## src/uart_regs_pkg.sv

```systemverilog
package uart_regs_pkg;
   localparam logic [2:0] OFS_DATA = 3'h0;
   localparam logic [2:0] OFS_MASK = 3'h1;
   localparam logic [2:0] OFS_SRC = 3'h2;
   localparam logic [2:0] OFS_LFC = 3'h3;
   localparam logic [2:0] OFS_MOC = 3'h4;
   localparam logic [2:0] OFS_LINE = 3'h5;
   localparam logic [2:0] OFS_MIC = 3'h6;
   localparam logic [2:0] OFS_SCR = 3'h7;
   localparam int QUEUE_DEPTH = 16;
   localparam logic [7:0] MASK_RST = 8'h00;
   localparam logic [7:0] MASK_WR_BITS = 8'h2F;
   localparam logic [7:0] LFC_RST = 8'h00;
   localparam logic [7:0] MOC_RST = 8'h00;
   localparam logic [7:0] DIV_RST = 8'h00;
   localparam logic [7:0] SCR_RST = 8'h00;
   localparam int MASK_RX = 0;
   localparam int MASK_TX = 1;
   localparam int MASK_LINE = 2;
   localparam int MASK_MODEM = 3;
   localparam int MASK_SPECIAL = 5;
   localparam int LFC_DIV = 7;
   localparam int QC_EN = 0;
   localparam int QC_RXCLR = 1;
   localparam int QC_TXCLR = 2;
   localparam int QC_DMA = 3;
   localparam int QC_TXSEL = 4;
   localparam int QC_RXSEL = 6;
   localparam int MOC_DTR = 0;
   localparam int MOC_RTS = 1;
   localparam int MOC_SOFT = 2;
   localparam int MOC_INTEN = 3;
   localparam int MOC_LOOP = 4;
   localparam int MOC_PDOWN = 7;
   localparam logic [7:0] MOC_RD_BITS = 8'h9F;
   localparam logic [4:0] TRIG_0 = 5'h01;
   localparam logic [4:0] TRIG_1 = 5'h04;
   localparam logic [4:0] TRIG_2 = 5'h08;
   localparam logic [4:0] TRIG_3 = 5'h0E;
   localparam logic [3:0] CODE_LINE = 4'h6;
   localparam logic [3:0] CODE_RX = 4'h4;
   localparam logic [3:0] CODE_TX = 4'h2;
   localparam logic [3:0] CODE_MODEM = 4'h0;
   localparam logic [3:0] CODE_NONE = 4'h1;
endpackage

```

## src/byte_queue.sv

```systemverilog
`timescale 1ns/100ps
module byte_queue #(
   parameter int W = 8,
   parameter int DEPTH = 16,
   parameter int AW = $clog2(DEPTH),
   parameter int LW = $clog2(DEPTH + 1)
) (
   input wire logic clk,
   input wire logic rst_n,
   input wire logic clear,
   input wire logic push,
   input wire logic [W-1:0] pushData,
   input wire logic pop,
   output logic [W-1:0] headData,
   output logic [LW-1:0] level,
   output logic empty,
   output logic full
);
   logic [W-1:0] mem [DEPTH];
   logic [AW-1:0] wrPtr_r;
   logic [AW-1:0] rdPtr_r;
   logic [LW-1:0] count_r;
   logic doPush;
   logic doPop;

   assign empty = (count_r == '0);
   assign full = (count_r == LW'(DEPTH));
   assign level = count_r;
   assign headData = mem[rdPtr_r];
   assign doPush = push && !full;
   assign doPop = pop && !empty;

   always_ff @(posedge clk) begin
      if (doPush) begin
         mem[wrPtr_r] <= pushData;
      end
   end

   always_ff @(posedge clk or negedge rst_n) begin
      if (!rst_n) begin
         wrPtr_r <= '0;
         rdPtr_r <= '0;
         count_r <= '0;
      end else if (clear) begin
         wrPtr_r <= '0;
         rdPtr_r <= '0;
         count_r <= '0;
      end else begin
         if (doPush) begin
            wrPtr_r <= AW'(wrPtr_r + 1'b1);
         end
         if (doPop) begin
            rdPtr_r <= AW'(rdPtr_r + 1'b1);
         end
         if (doPush && !doPop) begin
            count_r <= LW'(count_r + 1'b1);
         end else if (doPop && !doPush) begin
            count_r <= LW'(count_r - 1'b1);
         end
      end
   end
endmodule

```

## src/uart_register_map.sv

```systemverilog
`timescale 1ns/100ps
module uart_register_map #(
   parameter int DEPTH = uart_regs_pkg::QUEUE_DEPTH
) (
   input wire logic clk,
   input wire logic rst_n,
   input wire logic [2:0] addr,
   input wire logic rdEn,
   input wire logic wrEn,
   input wire logic [7:0] wrData,
   output logic [7:0] rdData,
   input wire logic rxValid,
   input wire logic [7:0] rxData,
   input wire logic rxParityErr,
   input wire logic rxFrameErr,
   input wire logic rxBreak,
   output logic [7:0] txData,
   output logic txAvail,
   input wire logic txTake,
   input wire logic txShifterEmpty,
   input wire logic ctsN,
   input wire logic dsrN,
   input wire logic riN,
   input wire logic cdN,
   output logic intrOut,
   output logic [7:0] lineFormat,
   output logic [15:0] divisor,
   output logic dtrN,
   output logic rtsN,
   output logic loopback,
   output logic powerDown,
   output logic softRstOut,
   output logic dmaMode
);
   localparam int LW = $clog2(DEPTH + 1);

   logic [7:0] mask_r;
   logic [7:0] lfc_r;
   logic [7:0] moc_r;
   logic [7:0] divLo_r;
   logic [7:0] divHi_r;
   logic [7:0] scr_r;
   logic [7:0] rdData_r;
   logic qEn_r;
   logic dma_r;
   logic [1:0] txSel_r;
   logic [1:0] rxSel_r;
   logic overrun_r;
   logic lineAck_r;
   logic [LW-1:0] errCount_r;
   logic txInt_r;
   logic txBelow_r;
   logic txMaskPrev_r;
   logic [3:0] modemMeta_r;
   logic [3:0] modemSync_r;
   logic [3:0] modemPrev_r;
   logic [3:0] delta_r;

   logic dlab;
   logic special;
   logic rdHold;
   logic wrHold;
   logic rdLine;
   logic rdModem;
   logic wrQc;
   logic rxClr;
   logic txClr;
   logic [10:0] rxHead;
   logic [LW-1:0] rxLevel;
   logic rxEmpty;
   logic rxQFull;
   logic rxFullEff;
   logic rxPush;
   logic rxPop;
   logic overrunEvt;
   logic [LW-1:0] txLevel;
   logic txEmpty;
   logic txQFull;
   logic txFullEff;
   logic txPush;
   logic [4:0] rxTrig;
   logic [4:0] txTrig;
   logic [2:0] headErr;
   logic txBelow;
   logic txSet;
   logic lineInt;
   logic rxInt;
   logic modemInt;
   logic [3:0] srcCode;
   logic [7:0] lineVal;
   logic [7:0] srcVal;
   logic [7:0] modemVal;
   logic [7:0] rdMux;

   function automatic logic [4:0] trigLevel(input logic [1:0] sel);
      unique case (sel)
         2'h0: trigLevel = uart_regs_pkg::TRIG_0;
         2'h1: trigLevel = uart_regs_pkg::TRIG_1;
         2'h2: trigLevel = uart_regs_pkg::TRIG_2;
         2'h3: trigLevel = uart_regs_pkg::TRIG_3;
      endcase
   endfunction

   assign dlab = lfc_r[uart_regs_pkg::LFC_DIV];
   assign special = mask_r[uart_regs_pkg::MASK_SPECIAL];

   // Reads and writes at a shared offset reach different registers.
   assign rdHold = rdEn && addr == uart_regs_pkg::OFS_DATA && !dlab;
   assign wrHold = wrEn && addr == uart_regs_pkg::OFS_DATA && !dlab;
   assign rdLine = rdEn && addr == uart_regs_pkg::OFS_LINE;
   assign rdModem = rdEn && addr == uart_regs_pkg::OFS_MIC;
   assign wrQc = wrEn && addr == uart_regs_pkg::OFS_SRC;

   // Queue clears only act while the enable bit of the same write is set.
   assign rxClr = wrQc && wrData[uart_regs_pkg::QC_EN] &&
                  wrData[uart_regs_pkg::QC_RXCLR];
   assign txClr = wrQc && wrData[uart_regs_pkg::QC_EN] &&
                  wrData[uart_regs_pkg::QC_TXCLR];

   // Without queues each side holds a single character.
   assign rxFullEff = qEn_r ? rxQFull : !rxEmpty;
   assign txFullEff = qEn_r ? txQFull : !txEmpty;
   assign rxPush = rxValid && !rxFullEff;
   assign overrunEvt = rxValid && rxFullEff;
   assign rxPop = rdHold && !rxEmpty;
   assign txPush = wrHold && !txFullEff;

   byte_queue #(
      .W(11),
      .DEPTH(DEPTH)
   ) rxQueue (
      .clk(clk),
      .rst_n(rst_n),
      .clear(rxClr),
      .push(rxPush),
      .pushData({rxBreak, rxFrameErr, rxParityErr, rxData}),
      .pop(rxPop),
      .headData(rxHead),
      .level(rxLevel),
      .empty(rxEmpty),
      .full(rxQFull)
   );

   byte_queue #(
      .W(8),
      .DEPTH(DEPTH)
   ) txQueue (
      .clk(clk),
      .rst_n(rst_n),
      .clear(txClr),
      .push(txPush),
      .pushData(wrData),
      .pop(txTake),
      .headData(txData),
      .level(txLevel),
      .empty(txEmpty),
      .full(txQFull)
   );

   assign txAvail = !txEmpty;

   always_ff @(posedge clk or negedge rst_n) begin
      if (!rst_n) begin
         mask_r <= uart_regs_pkg::MASK_RST;
      end else if (wrEn && addr == uart_regs_pkg::OFS_MASK && !dlab) begin
         mask_r <= wrData & uart_regs_pkg::MASK_WR_BITS;
      end
   end

   always_ff @(posedge clk or negedge rst_n) begin
      if (!rst_n) begin
         divLo_r <= uart_regs_pkg::DIV_RST;
         divHi_r <= uart_regs_pkg::DIV_RST;
      end else if (wrEn && dlab) begin
         if (addr == uart_regs_pkg::OFS_DATA) begin
            divLo_r <= wrData;
         end
         if (addr == uart_regs_pkg::OFS_MASK) begin
            divHi_r <= wrData;
         end
      end
   end

   always_ff @(posedge clk or negedge rst_n) begin
      if (!rst_n) begin
         lfc_r <= uart_regs_pkg::LFC_RST;
         moc_r <= uart_regs_pkg::MOC_RST;
         scr_r <= uart_regs_pkg::SCR_RST;
      end else if (wrEn) begin
         if (addr == uart_regs_pkg::OFS_LFC) begin
            lfc_r <= wrData;
         end
         if (addr == uart_regs_pkg::OFS_MOC) begin
            moc_r <= wrData & uart_regs_pkg::MOC_RD_BITS;
         end
         if (addr == uart_regs_pkg::OFS_SCR) begin
            scr_r <= wrData;
         end
      end
   end

   // Trigger and mode fields only load when the enable bit is written as one.
   always_ff @(posedge clk or negedge rst_n) begin
      if (!rst_n) begin
         qEn_r <= 1'b0;
         dma_r <= 1'b0;
         txSel_r <= 2'h0;
         rxSel_r <= 2'h0;
      end else if (wrQc) begin
         qEn_r <= wrData[uart_regs_pkg::QC_EN];
         if (wrData[uart_regs_pkg::QC_EN]) begin
            dma_r <= wrData[uart_regs_pkg::QC_DMA];
            rxSel_r <= wrData[uart_regs_pkg::QC_RXSEL +: 2];
            if (special) begin
               txSel_r <= wrData[uart_regs_pkg::QC_TXSEL +: 2];
            end
         end
      end
   end

   assign rxTrig = trigLevel(rxSel_r);
   assign txTrig = special ? trigLevel(txSel_r) : uart_regs_pkg::TRIG_0;

   // A lost character wins over the clear by a status read.
   always_ff @(posedge clk or negedge rst_n) begin
      if (!rst_n) begin
         overrun_r <= 1'b0;
      end else if (overrunEvt) begin
         overrun_r <= 1'b1;
      end else if (rdLine) begin
         overrun_r <= 1'b0;
      end
   end

   // Counts stored characters with any error, so bit 7 covers all slots.
   always_ff @(posedge clk or negedge rst_n) begin
      if (!rst_n) begin
         errCount_r <= '0;
      end else if (rxClr) begin
         errCount_r <= '0;
      end else begin
         if ((rxPush && (rxParityErr || rxFrameErr || rxBreak)) &&
             !(rxPop && |rxHead[10:8])) begin
            errCount_r <= LW'(errCount_r + 1'b1);
         end else if (!(rxPush && (rxParityErr || rxFrameErr || rxBreak)) &&
                      (rxPop && |rxHead[10:8])) begin
            errCount_r <= LW'(errCount_r - 1'b1);
         end
      end
   end

   assign headErr = rxEmpty ? 3'h0 : rxHead[10:8];

   // A status read mutes the line interrupt until the head or overrun moves.
   always_ff @(posedge clk or negedge rst_n) begin
      if (!rst_n) begin
         lineAck_r <= 1'b0;
      end else if (overrunEvt || rxPop) begin
         lineAck_r <= 1'b0;
      end else if (rdLine) begin
         lineAck_r <= 1'b1;
      end
   end

   assign lineInt = mask_r[uart_regs_pkg::MASK_LINE] && !lineAck_r &&
                    (overrun_r || |headErr);
   // A live level compare drops code and interrupt together.
   assign rxInt = mask_r[uart_regs_pkg::MASK_RX] &&
                  (qEn_r ? (rxLevel >= LW'(rxTrig)) : !rxEmpty);

   assign txBelow = qEn_r ? (txLevel < LW'(txTrig)) : txEmpty;
   assign txSet = (txBelow && !txBelow_r) ||
                  (txBelow && !txMaskPrev_r);

   always_ff @(posedge clk or negedge rst_n) begin
      if (!rst_n) begin
         txBelow_r <= 1'b1;
         txMaskPrev_r <= 1'b0;
      end else begin
         txBelow_r <= txBelow;
         txMaskPrev_r <= mask_r[uart_regs_pkg::MASK_TX];
      end
   end

   // Cleared by loading data or by dropping the mask; a fresh event wins.
   always_ff @(posedge clk or negedge rst_n) begin
      if (!rst_n) begin
         txInt_r <= 1'b0;
      end else if (txSet && mask_r[uart_regs_pkg::MASK_TX]) begin
         txInt_r <= 1'b1;
      end else if (txPush || !mask_r[uart_regs_pkg::MASK_TX]) begin
         txInt_r <= 1'b0;
      end
   end

   // Pins come from outside and pass two flops before use.
   always_ff @(posedge clk or negedge rst_n) begin
      if (!rst_n) begin
         modemMeta_r <= 4'hF;
         modemSync_r <= 4'hF;
         modemPrev_r <= 4'hF;
      end else begin
         modemMeta_r <= {cdN, riN, dsrN, ctsN};
         modemSync_r <= modemMeta_r;
         modemPrev_r <= modemSync_r;
      end
   end

   // A change seen during the clearing read is kept.
   always_ff @(posedge clk or negedge rst_n) begin
      if (!rst_n) begin
         delta_r <= 4'h0;
      end else begin
         delta_r <= (delta_r & ~{4{rdModem}}) | (modemSync_r ^ modemPrev_r);
      end
   end

   assign modemInt = mask_r[uart_regs_pkg::MASK_MODEM] && |delta_r;

   // Only the highest pending source is shown; others wait their turn.
   always_comb begin
      if (lineInt) begin
         srcCode = uart_regs_pkg::CODE_LINE;
      end else if (rxInt) begin
         srcCode = uart_regs_pkg::CODE_RX;
      end else if (txInt_r) begin
         srcCode = uart_regs_pkg::CODE_TX;
      end else if (modemInt) begin
         srcCode = uart_regs_pkg::CODE_MODEM;
      end else begin
         srcCode = uart_regs_pkg::CODE_NONE;
      end
   end

   assign srcVal = {qEn_r, qEn_r,
                    special && rxEmpty,
                    special && txFullEff,
                    srcCode};

   assign lineVal = {errCount_r != '0,
                     txEmpty && txShifterEmpty,
                     txEmpty,
                     headErr,
                     overrun_r,
                     !rxEmpty};

   assign modemVal = {~modemSync_r, delta_r};

   always_comb begin
      rdMux = 8'h00;
      unique case (addr)
         uart_regs_pkg::OFS_DATA: rdMux = dlab ? divLo_r : rxHead[7:0];
         uart_regs_pkg::OFS_MASK: rdMux = dlab ? divHi_r : mask_r;
         uart_regs_pkg::OFS_SRC: rdMux = srcVal;
         uart_regs_pkg::OFS_LFC: rdMux = lfc_r;
         uart_regs_pkg::OFS_MOC: rdMux = moc_r;
         uart_regs_pkg::OFS_LINE: rdMux = lineVal;
         uart_regs_pkg::OFS_MIC: rdMux = modemVal;
         uart_regs_pkg::OFS_SCR: rdMux = scr_r;
      endcase
   end

   always_ff @(posedge clk or negedge rst_n) begin
      if (!rst_n) begin
         rdData_r <= 8'h00;
      end else if (rdEn) begin
         rdData_r <= rdMux;
      end
   end

   assign rdData = rdData_r;
   assign intrOut = (srcCode != uart_regs_pkg::CODE_NONE) &&
                    moc_r[uart_regs_pkg::MOC_INTEN];
   assign lineFormat = lfc_r;
   assign divisor = {divHi_r, divLo_r};
   assign dtrN = !moc_r[uart_regs_pkg::MOC_DTR];
   assign rtsN = !moc_r[uart_regs_pkg::MOC_RTS];
   assign loopback = moc_r[uart_regs_pkg::MOC_LOOP];
   assign powerDown = special && moc_r[uart_regs_pkg::MOC_PDOWN];
   // The soft reset only reaches the output pin, never this block.
   assign softRstOut = !rst_n ||
                       (special && moc_r[uart_regs_pkg::MOC_SOFT]);
   assign dmaMode = dma_r;
endmodule

```

## config.mk

```make
export PLATFORM = sky130hd
export DESIGN_NAME = uart_register_map
export DESIGN_NICKNAME = d
export VERILOG_FILES = /design/src/uart_regs_pkg.sv /design/src/byte_queue.sv /design/src/uart_register_map.sv
export SDC_FILE = /design/constraint.sdc
export NUM_CORES = 1
export LEC_CHECK = 0
export BUFFER_PORTS_ARGS = -buffer_cell sky130_fd_sc_hd__buf_4
export CAP_MARGIN = 20
export CORE_MARGIN = 5
export CORE_UTILIZATION = 40
export DETAILED_ROUTE_END_ITERATION = 6
export HOLD_SLACK_MARGIN = 0.08
export PLACE_DENSITY_LB_ADDON = 0.1
export SETUP_SLACK_MARGIN = 0.15
export SYNTH_ARGS = -nofsm -noshare
export SYNTH_HDL_FRONTEND = slang
export SYNTH_SLANG_ARGS = --single-unit
```

## constraint.sdc

```tcl
create_clock -name clk -period 7.2 [get_ports clk]
set_input_delay 1.44 -clock clk [delete_from_list [all_inputs] [get_ports clk]]
set_output_delay 1.44 -clock clk [all_outputs]
set_load 0.005 [all_outputs]
```

==> results.toml, run 1 <==
[setup_path]
crit_chain = "buf_4 -> mux4_1 -> a22oi_1 -> and3_1 -> a41o_1 -> o21ai_0 -> a211oi_1 -> nor2b_1 -> buf_4"
worstReg2RegEnd = "errCount_r[4]"
required_ns = 5.76
cp_top_family = "compound AO/OA/AOI/OAI gates"
critical_path_class = "reg2out"
slowest_stage = "dfrtp_2"
cp.arrival_ns = 3.77
cp-start-kind = "flop"
path_depth = 9
crit_fanout = 17
rrSetupSlack_ns = 3.26
endpoint_kind = "primary output"
rr_startpoint = "rxQueue.rdPtr_r[0]"
r2r_cells = 13
crit_buf_inv = 2
crit_path_max_incr_delay_ns = 0.69
worst_path_most_repeated_cell = "buf_4"

[grt]
grt_pass1_wl_um = 63300
grt_pass1_vias = 9423
grt_util_all_layers = 0.179
antenna_found_initial = 0
grt_overflow = 0
grt_max_degree = 61

[clocking]
cts_root_buf = "clkbuf_16"
clock_path_buffers = 3
cts_buffers = 44
holdBufCountCts = 0
post_cts_resized = 0
postCtsSetupRepairBufs = 0
clk_pin_slew_worst_paths_ns = 0.06
cts_tree = "built"
clock-sinks = 413
insertion_delay_ns = 0.57
h-tree-depth = 2

[sta]
final_max_slew_viol_count = 0
fin_setup_tns_ns = 0
skew_ns = 0.0216
post-route-period-util = 0.724
fmax_mhz = 192
final-setup-viol-count = 0
rsz0062_at_grt = "no"
fin_crit_ns = 5.21
maxSlewHeadroom = 0.352
tightest_slew_ns = 0.971
hold_viol = 0

[die]
coreArea_um2 = 43100
start_util = 0.404
io_pins = 81
fp.dieW_um = 219
die_area_um2 = 47800
die_h_um = 219
row_count = 76

[layout]
num-fill-cells = 3721
syn_to_final_growth_pct = 14.7
final_cells = 1721
multi_input_area_um2 = 5230
utilization = 0.464
drive_gt1_frac = 0.265
diodes = 0
fin_nets = 1167
final_area_um2 = 20000
regArea_um2 = 11900

[drt]
drt_pass1_iterations = 5
antenna_left = 0
route.final.wire_length_um = 42100
detail_route.wl_per_cell_um = 24.5
vias = 9128
drtIter0Drc = 613
vias_per_cell = 5.30
drc = 0

[min_path]
hp-start = "modemMeta_r[1]"
hold_path_class = "reg2reg"
holdPathStages = 0
worst_hold_path.endpoint = "modemSync_r[1]"

[logic_synthesis]
netlist_instances = 1015
ys.flop_type = "edfxtp_1"
ys_warn_count = 0
synth_seq_cells = 413
syn-num-nets = 1077
avgSynthCellArea_um2 = 17.2
synth-async-reset-ratio = 0.264
synth_edf_count = 304
synthTopCellsByArea = "edfxtp_1 (52%), dfrtp_1 (14%), mux4_2 (9.7%)"
ys_seq_area_frac = 0.681
synth_cell_types = 60
yosys.area.top_type_share = 0.524
synth_area_um2 = 17400
yosysTopAreaCell = "edfxtp_1"

[placed_design]
place_area_um2 = 18600
dpl.cell_count = 1644
io_buffers = 80
gp_routability_congestion = 0.819
dpl.hpwl_um = 26600

[outcome]
status = "finished clean"

[power_and_ir_drop]
p_per_area_nw_per_um2 = 349
vdd_drop_max_mv = 0.199
power_leakage_nw = 7.10
p_total_w = 0.00697

[run]
drv_cap = 0
[cells in the final DEF, fill, tap and decap left out, drive strengths merged, types with 3 or more instances in the layout]
cell type / n
edfxtp: 304
dfrtp: 96
mux4: 94
buf: 93
nand2: 65
clkbuf: 58
nor2: 54
mux2: 48
and2: 31
inv: 26
ha: 26
a21oi: 25
o21ai: 21
mux2i: 17
xnor2: 16
nand3: 15
clkinv: 15
dfstp: 13
xor2: 12
nor2b: 10
nor3: 10
and3: 9
nand2b: 7
nand4: 7
a21o: 6
a22oi: 6
nor4: 5
a31oi: 4
nor3b: 3
or4: 3
a211oi: 3
fa: 3
[worst max path at each step]
| stage | slack [ns] | to | start |
|---|---|---|---|
| 2_1_floorplan | 3.27 | errCount_r[4] | addr[1] |
| 6_report | 1.99 | intrOut | rxQueue.rdPtr_r[0] |
| 4_1_cts | 1.92 | intrOut | rxQueue.rdPtr_r[0] |
| 5_1_grt | 1.75 | intrOut | rxQueue.rdPtr_r[0] |
| 3_3_place_gp | 2.55 | intrOut | rxQueue.rdPtr_r[0] |
| 3_5_place_dp | 2.55 | intrOut | rxQueue.rdPtr_r[0] |
[metal layers]
metal / track usage / part of all wire / vias to the layer above
met5: 0 / 0 / -
met4: 0.0375 / 0.014 / 0
met3: 0.0406 / 0.052 / 50
met2: 0.298 / 0.50 / 207
met1: 0.245 / 0.43 / 4740
li1: - / - / 4131
[power by group]
part | total (W) | switching (W) | internal [W]
clock network | 0.00214 | 0.000913 | 0.00123
logic | 0.00180 | 0.000864 | 0.000933
registers | 0.00303 | 0.000259 | 0.00277
[synth_stat cells, types with 5 or more instances]
library cell / instances
xor2_1: 11
mux4_1: 19
nor2b_1: 10
mux2_2: 48
and2_1: 31
edfxtp_1: 304
mux4_2: 75
dfrtp_1: 96
nand3_1: 15
o21ai_0: 21
buf_1: 9
nor2_1: 54
a22oi_1: 6
xnor2_1: 16
a21o_1: 6
clkbuf_1: 23
dfstp_2: 13
and3_1: 9
nand2_1: 65
nand2b_1: 7
ha_1: 26
nor3_1: 10
buf_2: 8
mux2i_1: 17
a21oi_1: 25
nor4_1: 5
nand4_1: 7
inv_1: 26
[area by class of cell]
class / count / area share
clock buffers: 58 / 0.0592
clock inverters: 19 / 0.00876
multi-input cells: 527 / 0.262
inverters: 26 / 0.00488
well taps: 585 / 0.0366
flip-flops and latches: 413 / 0.594
repair buffers: 93 / 0.0349
[per-stage QoR]
step	hold slack (ns)	setup slack, ns
after global placement	0.348	2.55
after global routing	0.358	1.75
after detailed placement	0.348	2.55
after floorplan	0.345	3.27
final	0.356	1.99
after CTS	0.357	1.92
[cells by family (layout without fill, tap and decap cells)]
group / after synthesis / count (layout) / share of synthesized area
flops: 413 / 413 / 0.681
buf+inv: 75 / 196 / 0.0205
simple gates: 221 / 221 / 0.0610
compound gates: 90 / 90 / 0.0340
mux: 159 / 159 / 0.166
fa+ha+maj: 29 / 29 / 0.0221
xor+xnor: 28 / 28 / 0.0145
[state kept, by name, indices dropped and copies added, names as in the netlist, 5 cells and up]
signal and count:
mask_r 5, rxQueue.mem 176, moc_r 6, rdData 8, lineFormat 8, divHi_r 8, txQueue.level 5, txQueue.mem 128
rxQueue.level 5, scr_r 8, errCount_r 5, divLo_r 8
[worst register-to-register path, cell delays in order (launching register included)]
cell	delay, ns
dfrtp_2	0.69
buf_4	0.43
mux4_1	0.59
a22oi_1	0.14
and3_1	0.29
a31oi_4	0.15
nand2b_1	0.25
fa_1	0.46
a21o_1	0.20
a21oi_1	0.17
nor3_1	0.06
mux2i_1	0.17
xor2_1	0.16
nor2_1	0.05
(Power assumes the default switching activity.)
==> inputs of run 2 (changes only) <==
==> constraint.sdc (replaced) <==
create_clock -name clk -period 5.3 [get_ports clk]
set_input_delay 1.06 -clock clk [delete_from_list [all_inputs] [get_ports clk]]
set_output_delay 1.06 -clock clk [all_outputs]
set_load 0.005 [all_outputs]
==> run 2 against run 1 <==
Sequential share of layout area decreased by 0.30 points. Total power increased by 38%. Non-clock buffer count increased by 1. Worst hold slack improved by 0.00061 ns. Count of clock-buffer cells in the layout increased by 12. Register-to-register slack got worse by 1.8 ns. Routed wire length increased by 1.8%. Core utilization increased by 0.23 points. Global-route usage increased by 0.28 points.
==> results.toml, run 2 (same netlist as run 1, synthesis figures left out) <==
[drt]
drtIter0Drc = 642
vias_per_cell = 5.33
drt_pass1_iterations = 5
antenna_left = 0
vias = 9224
detail_route.wl_per_cell_um = 24.8
route.final.wire_length_um = 42900
drc = 0

[clocking]
cts_tree = "built"
cts_root_buf = "clkbuf_16"
cts_buffers = 46
h-tree-depth = 2
post_cts_resized = 0
clk_pin_slew_worst_paths_ns = 0.05
holdBufCountCts = 0
clock_path_buffers = 3
postCtsSetupRepairBufs = 0
insertion_delay_ns = 0.57
clock-sinks = 413

[sta]
final_max_slew_viol_count = 0
hold_viol = 0
skew_ns = 0.0120
final-setup-viol-count = 0
fin_setup_tns_ns = 0
post-route-period-util = 0.870
maxSlewHeadroom = 0.345
fin_crit_ns = 4.61
tightest_slew_ns = 0.982
rsz0062_at_grt = "no"
holdWs_ns = 0.357
fmax_mhz = 217

[outcome]
status = "finished clean"

[setup_path]
endpoint_kind = "primary output"
cp_top_family = "compound AO/OA/AOI/OAI gates"
required_ns = 4.24
cp.arrival_ns = 3.55
crit_buf_inv = 1
critical_path_class = "reg2out"
crit_path_max_incr_delay_ns = 0.82
cp-start-kind = "flop"
crit_chain = "mux4_1 -> a22oi_1 -> and3_1 -> a41o_1 -> o21ai_0 -> a211oi_1 -> nor2b_1 -> buf_4"
crit_fanout = 23
slowest_stage = "dfrtp_2"

[layout]
top_regs = "rxQueue.mem (176), txQueue.mem (128)"
largest_reg_flops = 176
final_area_um2 = 20100
syn_to_final_growth_pct = 15.3
final_cell_mix = "edfxtp_1 (304), dfrtp_1 (94), buf_4 (94)"
drive_gt1_frac = 0.267
final_cells = 1729
top_register = "rxQueue.mem"
diodes = 0
fin_nets = 1170
num-fill-cells = 3729
mostFrequentLayoutCell = "edfxtp_1"

[min_path]
hold_path_class = "reg2reg"

[grt]
antenna_found_initial = 0
grt_max_degree = 57
grt_overflow = 0
grt_pass1_wl_um = 64100
grt_util_all_layers = 0.182
grt_pass1_vias = 9555

[die]
start_util = 0.404
coreArea_um2 = 43100
io_pins = 81
die_area_um2 = 47800
die_h_um = 219
fp.dieW_um = 219
row_count = 76

[power_and_ir_drop]
p_total_w = 0.00964
vdd_drop_max_mv = 0.263
p_per_area_nw_per_um2 = 480
power_leakage_nw = 7.16

[run]
drv_cap = 0

[placed_design]
io_buffers = 80
dpl.cell_count = 1645
dpl.hpwl_um = 27200
gp_routability_congestion = 0.799
place_area_um2 = 18600
## run 2: cell count changes in the layout (fill, tap and decap cells not counted), sizes merged
cell	delta
clkinvlp	-2
buf	+1
clkbuf	+12
clkinv	-3
## run 2: cell type report
type | count | area [um^2] | area share
Timing Repair Buffer | 94 | 706 | 0.0351
Tap cell | 585 | 732 | 0.0364
Sequential cell | 413 | 11900 | 0.591
Clock inverter | 14 | 139 | 0.00691
Inverter | 26 | 97.6 | 0.00486
Multi-Input combinational cell | 527 | 5230 | 0.260
Clock buffer | 70 | 1310 | 0.0653
## run 2: final timing paths
path,from,endpoint,slack (ns),depth (start not counted)
max,rxQueue.rdPtr_r[0],intrOut,0.69,8
max in group asynchronous,rst_n,rxQueue.rdPtr_r[0],3.49,2
min,modemMeta_r[1],modemSync_r[1],0.36,0
min in group asynchronous,rst_n,divHi_r[7],0.55,1
max reg2reg,rxQueue.rdPtr_r[0],errCount_r[4],1.49,12
min reg2reg,modemMeta_r[1],modemSync_r[1],0.36,0
## run 2: per-stage QoR
stage	setup WS [ns]	util
floorplan	1.75	-
global placement	1.21	0.433
detailed placement	1.14	0.433
CTS	0.635	0.466
global route	0.491	0.466
finish	0.692	0.466
## run 2: report_power, final
part	total, W	switching (W)	internal (W)
Combinational	0.00235	0.00109	0.00127
Sequential	0.00422	0.000450	0.00377
Clock	0.00307	0.00126	0.00181
Total	0.00964	0.00280	0.00684
## run 2: layer usage
metal  up-vias  global-route usage  part of all wire  wire (um)
li1       4132                   -                 -          -
met1      4856               0.252              0.44      18900
met2       195               0.305              0.50      21400
met3        41              0.0335             0.044       1900
met4         0              0.0362             0.014        590
met5         -                   0                 0          0
